--- src/include/ixseq_pkg.sv ---
package ixseq_pkg;

  // ==========================================================
  // bus constants
  localparam logic [15:0] ADDR_DUMMY  = 16'hFFFF;
  localparam logic [15:0] ADDR_STEP   = 16'h0001;
  localparam logic [15:0] PFX_STEP    = 16'h0002;
  localparam logic [15:0] MASK_STEP   = 16'h0002;
  localparam logic [15:0] BROFF_STEP  = 16'h0003;
  localparam logic [15:0] RET_STEP    = 16'h0002;
  localparam logic [7:0]  BYTE_ZERO   = 8'h00;
  localparam logic [15:0] WORD_ZERO   = 16'h0000;

  // ==========================================================
  // opcode encodings
  localparam logic [7:0] PFX_1A      = 8'h1A;
  localparam logic [7:0] PFX_CD      = 8'hCD;
  localparam logic [7:0] OPC_LDY2    = 8'hEE;
  localparam logic [7:0] OPC_STY2    = 8'hEF;
  localparam logic [7:0] OPC_JMP     = 8'h6E;
  localparam logic [7:0] OPC_TST     = 8'h6D;
  localparam logic [7:0] OPC_JSR     = 8'hAD;
  localparam logic [7:0] OPC_CMP16   = 8'hAC;
  localparam logic [7:0] OPC_SUBTRACT_DOUBLE    = 8'hA3;
  localparam logic [7:0] OPC_ADD_DOUBLE    = 8'hE3;
  localparam logic [7:0] OPC_STORE_ACCUMULATOR_A    = 8'hA7;
  localparam logic [7:0] OPC_STORE_ACCUMULATOR_B    = 8'hE7;
  localparam logic [7:0] OPC_LDD     = 8'hEC;
  localparam logic [7:0] OPC_LDS     = 8'hAE;
  localparam logic [7:0] OPC_LDX     = 8'hEE;
  localparam logic [7:0] OPC_STD     = 8'hED;
  localparam logic [7:0] OPC_STS     = 8'hAF;
  localparam logic [7:0] OPC_STX     = 8'hEF;
  localparam logic [7:0] OPC_BIT_SET_OP    = 8'h1C;
  localparam logic [7:0] OPC_BIT_CLEAR_OP    = 8'h1D;
  localparam logic [7:0] OPC_BRANCH_IF_BITS_SET   = 8'h1E;
  localparam logic [7:0] OPC_BRANCH_IF_BITS_CLEAR   = 8'h1F;
  localparam logic [3:0] NIB_RMW     = 4'h6;
  localparam logic [3:0] NIB_ALU_A   = 4'hA;
  localparam logic [3:0] NIB_ALU_B   = 4'hE;
  // one bit per low nibble that belongs to the group
  localparam logic [15:0] RMW_MAP    = 16'h97D9;
  localparam logic [15:0] ALU_MAP    = 16'h0F77;

  // ==========================================================
  // cycle counts per group
  localparam logic [3:0] CNT_ZERO    = 4'h0;
  localparam logic [3:0] CNT_ONE     = 4'h1;
  localparam logic [3:0] CYC_JMP     = 4'h3;
  localparam logic [3:0] CYC_SHORT   = 4'h4;
  localparam logic [3:0] CYC_LD16    = 4'h5;
  localparam logic [3:0] CYC_PFX16   = 4'h6;
  localparam logic [3:0] CYC_AR16    = 4'h6;
  localparam logic [3:0] CYC_CP16P   = 4'h7;
  localparam logic [3:0] CYC_JSR     = 4'h6;
  localparam logic [3:0] CYC_BIT     = 4'h7;

  // ==========================================================
  // types
  typedef enum logic [3:0] {
    G_ILL, G_JMP, G_ALU8, G_RMW, G_TST, G_ST8, G_LD16, G_ST16,
    G_AR16, G_CP16P, G_LDY, G_STY, G_JSR, G_BIT, G_BRB
  } ixseq_grp_type;

  typedef enum logic [3:0] {
    ST_IDLE, ST_OPC, ST_OPC2, ST_OFS, ST_DUM1, ST_OP_HI, ST_OP_LO,
    ST_MASK, ST_BROFF, ST_DUM2, ST_DUM3, ST_RESULT, ST_STK_LO, ST_STK_HI
  } ixseq_state_type;

endpackage : ixseq_pkg

--- src/include/ixseq_dec_if.sv ---
`timescale 1ns/1ns
interface ixseq_dec_if;
  import ixseq_pkg::*;
  logic          has_prefix;
  logic [7:0]    prefix;
  logic [7:0]    opcode;
  logic          is_prefix;
  ixseq_grp_type grp;

  modport seq (output has_prefix, prefix, opcode, input is_prefix, grp);
  modport dec (input has_prefix, prefix, opcode, output is_prefix, grp);
endinterface : ixseq_dec_if

--- src/rtl/ixseq_decode.sv ---
`timescale 1ns/1ns
module ixseq_decode (
  ixseq_dec_if.dec dec_if
);
  import ixseq_pkg::*;

  // ==========================================================
  // opcode to bus-cycle group
  function automatic ixseq_grp_type dec_grp(input logic       pfx_en,
                                            input logic [7:0] pfx,
                                            input logic [7:0] opc);
    ixseq_grp_type g;
    g = G_ILL;
    if (pfx_en)
    begin
      // other prefixed codes belong to other addressing modes
      if (pfx == PFX_1A && opc == OPC_LDY2)
        g = G_LDY;
      else if (pfx == PFX_1A && opc == OPC_STY2)
        g = G_STY;
      else if (opc == OPC_CMP16 && (pfx == PFX_1A || pfx == PFX_CD))
        g = G_CP16P;
    end
    else if (opc == OPC_JMP)
      g = G_JMP;
    else if (opc == OPC_TST)
      g = G_TST;
    else if (opc[7:4] == NIB_RMW && RMW_MAP[opc[3:0]])
      g = G_RMW;
    else if ((opc[7:4] == NIB_ALU_A || opc[7:4] == NIB_ALU_B) && ALU_MAP[opc[3:0]])
      g = G_ALU8;
    else if (opc inside {OPC_STORE_ACCUMULATOR_A, OPC_STORE_ACCUMULATOR_B})
      g = G_ST8;
    else if (opc inside {OPC_LDD, OPC_LDS, OPC_LDX})
      g = G_LD16;
    else if (opc inside {OPC_STD, OPC_STS, OPC_STX})
      g = G_ST16;
    else if (opc inside {OPC_SUBTRACT_DOUBLE, OPC_ADD_DOUBLE, OPC_CMP16})
      g = G_AR16;
    else if (opc == OPC_JSR)
      g = G_JSR;
    else if (opc inside {OPC_BIT_SET_OP, OPC_BIT_CLEAR_OP})
      g = G_BIT;
    else if (opc inside {OPC_BRANCH_IF_BITS_SET, OPC_BRANCH_IF_BITS_CLEAR})
      g = G_BRB;
    return g;
  endfunction : dec_grp

  assign dec_if.grp       = dec_grp(dec_if.has_prefix, dec_if.prefix, dec_if.opcode);
  assign dec_if.is_prefix = !dec_if.has_prefix
                            && (dec_if.opcode == PFX_1A || dec_if.opcode == PFX_CD);

endmodule : ixseq_decode

--- src/rtl/ixseq_top.sv ---
`timescale 1ns/1ns
module ixseq_top (
  // clock and reset
  input  wire logic                    clk_i,
  input  wire logic                    rst_n_i,
  // instruction request and register values
  input  wire logic                    start_i,
  input  wire logic [15:0]             pc_i,
  input  wire logic [15:0]             x_index_register_i,
  input  wire logic [15:0]             sp_i,
  input  wire logic [15:0]             store_data_i,
  input  wire logic [7:0]              result_i,
  output logic                         ready_o,
  // processor bus
  output logic [15:0]                  addr_o,
  output logic                         rw_o,
  output logic [7:0]                   data_o,
  output logic                         bus_cycle_o,
  input  wire logic [7:0]              data_i,
  // captured instruction bytes, decoded group and completion pulses
  output logic [7:0]                   opcode_o,
  output logic [7:0]                   prebyte_o,
  output logic [15:0]                  operand_o,
  output logic [7:0]                   mask_o,
  output logic [7:0]                   branch_offset_o,
  output ixseq_pkg::ixseq_grp_type     group_o,
  output logic                         done_o,
  output logic                         illegal_o
);
  import ixseq_pkg::*;

  // ==========================================================
  // state
  ixseq_state_type state_ff, nxt_state;
  ixseq_grp_type   grp_ff, cur_grp;
  logic [15:0]     pc_ff, nxt_pc, ea_ff, nxt_ea, addr_ff, ret_addr;
  logic [7:0]      offset_ff, opcode_ff, prebyte_ff, mask_ff, broff_ff, dout_ff;
  logic [15:0]     operand_ff;
  logic            pfx_ff, nxt_pfx, rw_ff, done_ff, ill_ff, take;
  logic [3:0]      cnt_ff, nxt_cnt;
  ixseq_dec_if     dec_if ();

  ixseq_decode u_decode (
    .dec_if (dec_if.dec)
  );

  // ==========================================================
  // decode hookup
  assign dec_if.has_prefix = (state_ff == ST_OPC2);
  assign dec_if.prefix     = prebyte_ff;
  assign dec_if.opcode     = data_i;

  assign take     = start_i && (state_ff == ST_IDLE);
  assign cur_grp  = (state_ff == ST_OPC || state_ff == ST_OPC2) ? dec_if.grp : grp_ff;
  assign nxt_pc   = take ? pc_i : pc_ff;
  assign nxt_pfx  = take ? 1'b0 : ((state_ff == ST_OPC && dec_if.is_prefix) ? 1'b1 : pfx_ff);
  assign nxt_ea   = (state_ff == ST_OFS) ? x_index_register_i + {BYTE_ZERO, data_i}
                                         : ea_ff;
  assign ret_addr = nxt_pc + RET_STEP;

  // ==========================================================
  // sequencing per group
  function automatic ixseq_state_type next_st(input ixseq_state_type st,
                                              input ixseq_grp_type   g,
                                              input logic            go,
                                              input logic            pfx_seen);
    ixseq_state_type n;
    n = ST_IDLE;
    unique case (st)
      ST_IDLE:   n = go ? ST_OPC : ST_IDLE;
      ST_OPC:    n = pfx_seen ? ST_OPC2 : ((g == G_ILL) ? ST_IDLE : ST_OFS);
      ST_OPC2:   n = (g == G_ILL) ? ST_IDLE : ST_OFS;
      ST_OFS:    n = ST_DUM1;
      ST_DUM1:   n = (g == G_JMP) ? ST_IDLE : ST_OP_HI;
      ST_OP_HI:
      begin
        if (g inside {G_LD16, G_LDY, G_ST16, G_STY, G_AR16, G_CP16P})
          n = ST_OP_LO;
        else if (g inside {G_RMW, G_TST})
          n = ST_DUM2;
        else if (g == G_JSR)
          n = ST_STK_LO;
        else if (g inside {G_BIT, G_BRB})
          n = ST_MASK;
        else
          n = ST_IDLE;
      end
      ST_OP_LO:  n = (g inside {G_AR16, G_CP16P}) ? ST_DUM2 : ST_IDLE;
      ST_MASK:   n = (g == G_BIT) ? ST_DUM2 : ST_BROFF;
      ST_BROFF:  n = ST_DUM2;
      ST_DUM2:
      begin
        if (g inside {G_RMW, G_BIT})
          n = ST_RESULT;
        else if (g == G_TST)
          n = ST_DUM3;
        else
          n = ST_IDLE;
      end
      ST_STK_LO: n = ST_STK_HI;
      ST_DUM3, ST_RESULT, ST_STK_HI: n = ST_IDLE;
    endcase
    return n;
  endfunction : next_st

  function automatic logic [15:0] addr_of(input ixseq_state_type st,
                                          input logic [15:0]     pc,
                                          input logic            pfx,
                                          input logic [15:0]     ea,
                                          input logic [15:0]     sp);
    logic [15:0] a;
    a = ADDR_DUMMY;
    unique case (st)
      ST_OPC:               a = pc;
      ST_OPC2:              a = pc + ADDR_STEP;
      ST_OFS:               a = pfx ? pc + PFX_STEP : pc + ADDR_STEP;
      ST_OP_HI, ST_RESULT:  a = ea;
      ST_OP_LO:             a = ea + ADDR_STEP;
      ST_MASK:              a = pc + MASK_STEP;
      ST_BROFF:             a = pc + BROFF_STEP;
      ST_STK_LO:            a = sp;
      ST_STK_HI:            a = sp - ADDR_STEP;
      ST_IDLE, ST_DUM1, ST_DUM2, ST_DUM3: a = ADDR_DUMMY;
    endcase
    return a;
  endfunction : addr_of

  // writes: results, stacked return address, stores at the indexed address
  function automatic logic is_write(input ixseq_state_type st, input ixseq_grp_type g);
    return (st inside {ST_RESULT, ST_STK_LO, ST_STK_HI})
           || ((st inside {ST_OP_HI, ST_OP_LO}) && (g inside {G_ST8, G_ST16, G_STY}));
  endfunction : is_write

  wire ixseq_state_type nxt_st_w  = next_st(state_ff, cur_grp, take, dec_if.is_prefix);
  wire logic            nxt_rw    = !is_write(nxt_st_w, cur_grp);
  wire logic [15:0]     nxt_addr  = addr_of(nxt_st_w, nxt_pc, nxt_pfx, nxt_ea, sp_i);
  wire logic [7:0]      nxt_dout  =
      (nxt_st_w == ST_OP_HI && cur_grp == G_ST8)  ? store_data_i[7:0]  :
      (nxt_st_w == ST_OP_HI && !nxt_rw)           ? store_data_i[15:8] :
      (nxt_st_w == ST_OP_LO && !nxt_rw)           ? store_data_i[7:0]  :
      (nxt_st_w == ST_RESULT)                     ? result_i           :
      (nxt_st_w == ST_STK_LO)                     ? ret_addr[7:0]      :
      (nxt_st_w == ST_STK_HI)                     ? ret_addr[15:8]     : BYTE_ZERO;

  assign nxt_state = nxt_st_w;
  assign nxt_cnt   = (nxt_st_w == ST_IDLE) ? CNT_ZERO
                   : (state_ff == ST_IDLE) ? CNT_ONE : cnt_ff + CNT_ONE;

  // ==========================================================
  // bus registers: outputs change only on the edge that opens a cycle, or at once when rst_n_i falls
  always_ff @(posedge clk_i or negedge rst_n_i)
  begin
    if (!rst_n_i)
    begin
      state_ff <= ST_IDLE;
      addr_ff  <= ADDR_DUMMY;
      rw_ff    <= 1'b1;
      dout_ff  <= BYTE_ZERO;
      cnt_ff   <= CNT_ZERO;
      pc_ff    <= WORD_ZERO;
      pfx_ff   <= 1'b0;
      ea_ff    <= WORD_ZERO;
    end
    else
    begin
      state_ff <= nxt_state;
      addr_ff  <= nxt_addr;
      rw_ff    <= nxt_rw;
      dout_ff  <= nxt_dout;
      cnt_ff   <= nxt_cnt;
      pc_ff    <= nxt_pc;
      pfx_ff   <= nxt_pfx;
      ea_ff    <= nxt_ea;
    end
  end

  // ==========================================================
  // captured bytes; dummy-cycle data is never sampled
  always_ff @(posedge clk_i or negedge rst_n_i)
  begin
    if (!rst_n_i)
    begin
      grp_ff     <= G_ILL;
      opcode_ff  <= BYTE_ZERO;
      prebyte_ff <= BYTE_ZERO;
      offset_ff  <= BYTE_ZERO;
      operand_ff <= WORD_ZERO;
      mask_ff    <= BYTE_ZERO;
      broff_ff   <= BYTE_ZERO;
    end
    else
    begin
      if (take)
        prebyte_ff <= BYTE_ZERO;
      else if (state_ff == ST_OPC && dec_if.is_prefix)
        prebyte_ff <= data_i;
      if ((state_ff == ST_OPC && !dec_if.is_prefix) || state_ff == ST_OPC2)
      begin
        grp_ff    <= dec_if.grp;
        opcode_ff <= data_i;
      end
      if (state_ff == ST_OFS)
        offset_ff <= data_i;
      if (state_ff == ST_OP_HI && rw_ff)
        operand_ff <= {BYTE_ZERO, data_i};
      if (state_ff == ST_OP_LO && rw_ff)
        operand_ff <= {operand_ff[7:0], data_i};
      if (state_ff == ST_MASK)
        mask_ff <= data_i;
      if (state_ff == ST_BROFF)
        broff_ff <= data_i;
    end
  end

  // ==========================================================
  // completion pulses
  always_ff @(posedge clk_i or negedge rst_n_i)
  begin
    if (!rst_n_i)
    begin
      done_ff <= 1'b0;
      ill_ff  <= 1'b0;
    end
    else
    begin
      done_ff <= (state_ff != ST_IDLE) && (nxt_state == ST_IDLE);
      ill_ff  <= (state_ff inside {ST_OPC, ST_OPC2}) && !dec_if.is_prefix
                 && (dec_if.grp == G_ILL);
    end
  end

  assign ready_o         = (state_ff == ST_IDLE);
  assign addr_o          = addr_ff;
  assign rw_o            = rw_ff;
  assign data_o          = dout_ff;
  assign bus_cycle_o     = (cnt_ff != CNT_ZERO);
  assign opcode_o        = opcode_ff;
  assign prebyte_o       = prebyte_ff;
  assign operand_o       = operand_ff;
  assign mask_o          = mask_ff;
  assign branch_offset_o = broff_ff;
  assign group_o         = grp_ff;
  assign done_o          = done_ff;
  assign illegal_o       = ill_ff;
endmodule : ixseq_top

--- config.mk ---
export PLATFORM = sky130hd
export DESIGN_NAME = ixseq_top
export DESIGN_NICKNAME = d
export VERILOG_FILES = /design/src/include/ixseq_pkg.sv /design/src/include/ixseq_dec_if.sv /design/src/rtl/ixseq_decode.sv /design/src/rtl/ixseq_top.sv
export SDC_FILE = /design/constraint.sdc
export NUM_CORES = 1
export LEC_CHECK = 0
export BUFFER_PORTS_ARGS = -buffer_cell sky130_fd_sc_hd__buf_2
export CAP_MARGIN = 30
export CORE_ASPECT_RATIO = 2
export CORE_MARGIN = 4
export CORE_UTILIZATION = 60
export CTS_CLUSTER_SIZE = 14
export DETAILED_ROUTE_END_ITERATION = 16
export PLACE_DENSITY = 0.91
export SYNTH_ARGS = -nofsm -noshare
export SYNTH_HDL_FRONTEND = slang
export SYNTH_SLANG_ARGS = --single-unit
--- constraint.sdc ---
create_clock -name clk_i -period 8.9 [get_ports clk_i]
set_input_delay 0.89 -clock clk_i [delete_from_list [all_inputs] [get_ports clk_i]]
set_output_delay 0.89 -clock clk_i [all_outputs]
set_load 0.02 [all_outputs]
==> flow_summary_export.csv <==
group,metric,value,unit
route,drtIter0Drc,697,
route,wl_per_cell,24.5,µm
clock_network,postCtsSetupRepairBufs,0,
worst_setup_path,crit_fanout,15,
cells_and_area,multi_input_area,0.00514,mm²
floorplanning,num_rows,61,
cells_and_area,ff_latch_area,0.00302,mm²
cells_and_area,fin_cells,1328,
synth,syn_area,0.00857,mm²
worst_setup_path,cp-end-kind,"flip-flop",
cells_and_area,antenna_cells,0,
power,power_density,393,mW/mm²
sta,max_freq,173,MHz
placed_design,gp_congestion,1.05,
clock_network,cts_max_level,4,
power,peakVddDrop,0.198,mV
job,drv_cap,0,
floorplanning,pin_count,164,
placed_design,dp_hpwl,24800,µm
route,via_per_inst,6.76,
sta,rsz0062_at_grt,"no",
sta,clock_skew,0.0154,ns
status,status,"finished, final reports clean",
cells_and_area,drive_gt1_share,24.8,%
sta,whs,0.442,ns
cells_and_area,layout_commonest_cell,"buf_2",
cells_and_area,final_area,0.0101,mm²
sta,setup_viol,0,
synth,synth.area.top_cells,"dfrtp_1 30%, dfstp_2 5.2%, nand2_1 5.0%",
floorplanning,initial_utilization,61.4,%
synth,synthArstFlopShare,100,%
cells_and_area,final_cell_mix,"162 x buf_2, 114 x nand2_1, 103 x dfrtp_1",
placed_design,place_inst,1294,
global_routing,overflow,0,
synth,yosys_most_used_dff,"dfrtp_1",
global_routing,antenna_found_initial,0,
sta,min_period,5.76,ns
synth,yosysWarnings,0,
floorplanning,fp.dieH,177,µm
clock_network,cts.clk_slew.worst_paths,0.07,ns
synth,syn-instance-count,979,
synth,yosysTopAreaCellShare,30.1,%
power,leakage,4.51,nW
synth,syn_nets,1084,
floorplanning,die_w,92.5,µm
worst_setup_path,path_class,"in2reg",
global_routing,track_usage,40.3,%
sta,finalMaxSlewViolations,0,
power,clkPwrFrac,18.5,%
synth,yosysUniqueCellTypes,99,
cells_and_area,final_core_utilization,72.5,%
worst_setup_path,cp.arrival,6.04,ns
floorplanning,coreArea,0.0140,mm²
power,swShare,49.3,%
clock_network,root_buffer,"clkbuf_16",
power,p_comb_share,57.9,%
worst_setup_path,rr_worst_depth,14,
clock_network,clkSinkCount,120,
power,p_int,2.02,mW
power,total_power,3.98,mW
route,drc,0,
route,drt-pass1-iter-count,5,
synth,yosysSeqAreaShare,35.3,%
worst_setup_path,critPathRequiredTime,9.18,ns
worst_setup_path,cp-start-kind,"input port",
route,drt_wl_total,32600,µm
sta,maxSlewHeadroom,34.7,%
cells_and_area,area_growth,18.1,%
cells_and_area,fillers,1154,
clock_network,hold_buffers,0,
synth,syn_avg_cell_area,8.76,µm²
route,via_count,8980,
power,p_switching,1.96,mW
synth,yosys_register_bits,120,
global_routing,grt_pass1_vias,9278,
placed_design,port_buffers,163,
clock_network,numCtsBuffers,17,
global_routing,grt_pass1_wl,49900,µm
clock_network,insertion_delay,0.44,ns
sta,finalSetupTns,0,ns
floorplanning,die_area,0.0164,mm²
clock_network,cts_tree,"yes",
sta,setup_ws,3.14,ns
sta,finalCritPeriodShare,64.8,%
sta,worst_pin_slew,0.974,ns
synth,yosysTopAreaCell,"dfrtp_1",
sta,finalHoldViolations,0,
global_routing,grt_max_degree,80,
clock_network,clockBufferDepth,2,
placed_design,place_area,0.00948,mm²
clock_network,cts_resized,0,
placed_design,dp_slack,3.04,ns
route,ant_nets,0,
synth,synth_edf_count,0,
cells_and_area,final_nets,1231,
power,seq_power_share,23.5,%
worst_hold_path,hold_class,"in2async",
registers in the layout (all words and copies together), names as in the netlist:
signal           flops
branch_offset_o      8
mask_o               8
prebyte_o            8
group_o              4
cnt_ff               4
opcode_o             8
done_o               1
operand_o           16
ea_ff               16
addr_o              16
illegal_o            1
pc_ff               16
data_o               8
state_ff             4
rw_o                 1
pfx_ff               1
power groups by stage:
stage / clock [mW] / sequential [mW] / combinational [mW]
floorplan: 0 / 1.06 / 1.38
finish: 0.738 / 0.936 / 2.31
global placement: 0 / 0.932 / 2.19
global route: 0.759 / 0.958 / 2.46
CTS: 0.735 / 0.933 / 2.23
detailed placement: 0 / 0.941 / 2.21
final timing paths:
check                                   startpoint                         to  slack, ns
setup / recovery                         data_i[4]        data_o[7]$_DFF_PN0_       3.14
hold / removal                             rst_n_i  operand_o[14]$_DFFE_PN0P_       0.44
setup reg to reg             state_ff[3]$_DFF_PN0_        data_o[7]$_DFF_PN0_       3.26
hold reg to reg            opcode_o[4]$_DFFE_PN0P_    opcode_o[4]$_DFFE_PN0P_       0.46
max in group asynchronous                  rst_n_i        addr_o[0]$_DFF_PN1_       7.44
min in group clk_i         opcode_o[4]$_DFFE_PN0P_    opcode_o[4]$_DFFE_PN0P_       0.46
critical path, cell delays in order:
cell	delay, ns
buf_2	0.27
nand3b_2	0.31
a21oi_1	0.12
o32ai_1	0.60
a21oi_1	0.24
o31ai_2	0.83
o21ai_0	0.29
a2111oi_4	0.56
nor2_2	0.19
nor3_1	0.35
nor2_1	0.30
a221oi_1	0.89
o21ai_0	0.17
layout make-up:
type | instances | share of cell area [%]
clock buffers | 17 | 4.20
inverters | 46 | 1.70
flip-flops and latches | 120 | 29.9
multi-input cells | 765 | 50.8
well taps | 189 | 2.33
clock inverters | 15 | 1.87
repair buffers | 176 | 9.24
cells in the mapped netlist (7+ instances only):
cell	count
dfstp_2	17
o32a_1	9
ha_1	21
xnor2_1	44
o22ai_1	9
nor3b_1	7
nand2b_1	8
and2_1	7
or3_1	17
nor3_1	33
buf_2	13
o21ai_0	49
clkbuf_1	17
nand3_1	23
a22o_1	16
dfrtp_1	103
nor4_1	10
or4_1	8
buf_4	11
a221oi_1	15
mux2i_1	20
nand4_1	12
nand2_1	114
and3_1	10
nor2_1	75
a21o_1	7
o211ai_1	10
a31oi_1	16
a21oi_1	57
a211oi_1	7
mux2_2	22
xor2_1	12
inv_1	44
o21ai_1	7
layer usage:
layer / part of all wire (%) / GRT usage, % / wire, µm
met1: 30 / 37.1 / 9750
met2: 52 / 72.4 / 17100
met3: 7.5 / 8.89 / 2440
met4: 10 / 35.4 / 3320
met5: 0 / 0 / 0
logic make-up after synthesis:
logic type      after synthesis  share of synthesized area, %
buf+inv                      94                          5.05
flops                       120                          35.3
compound gates              276                          23.0
xor+xnor                     56                          5.72
simple gates                369                          22.4
mux                          42                          5.22
fa+ha+maj                    22                          3.30
Power figures use the tool's default switching activity.
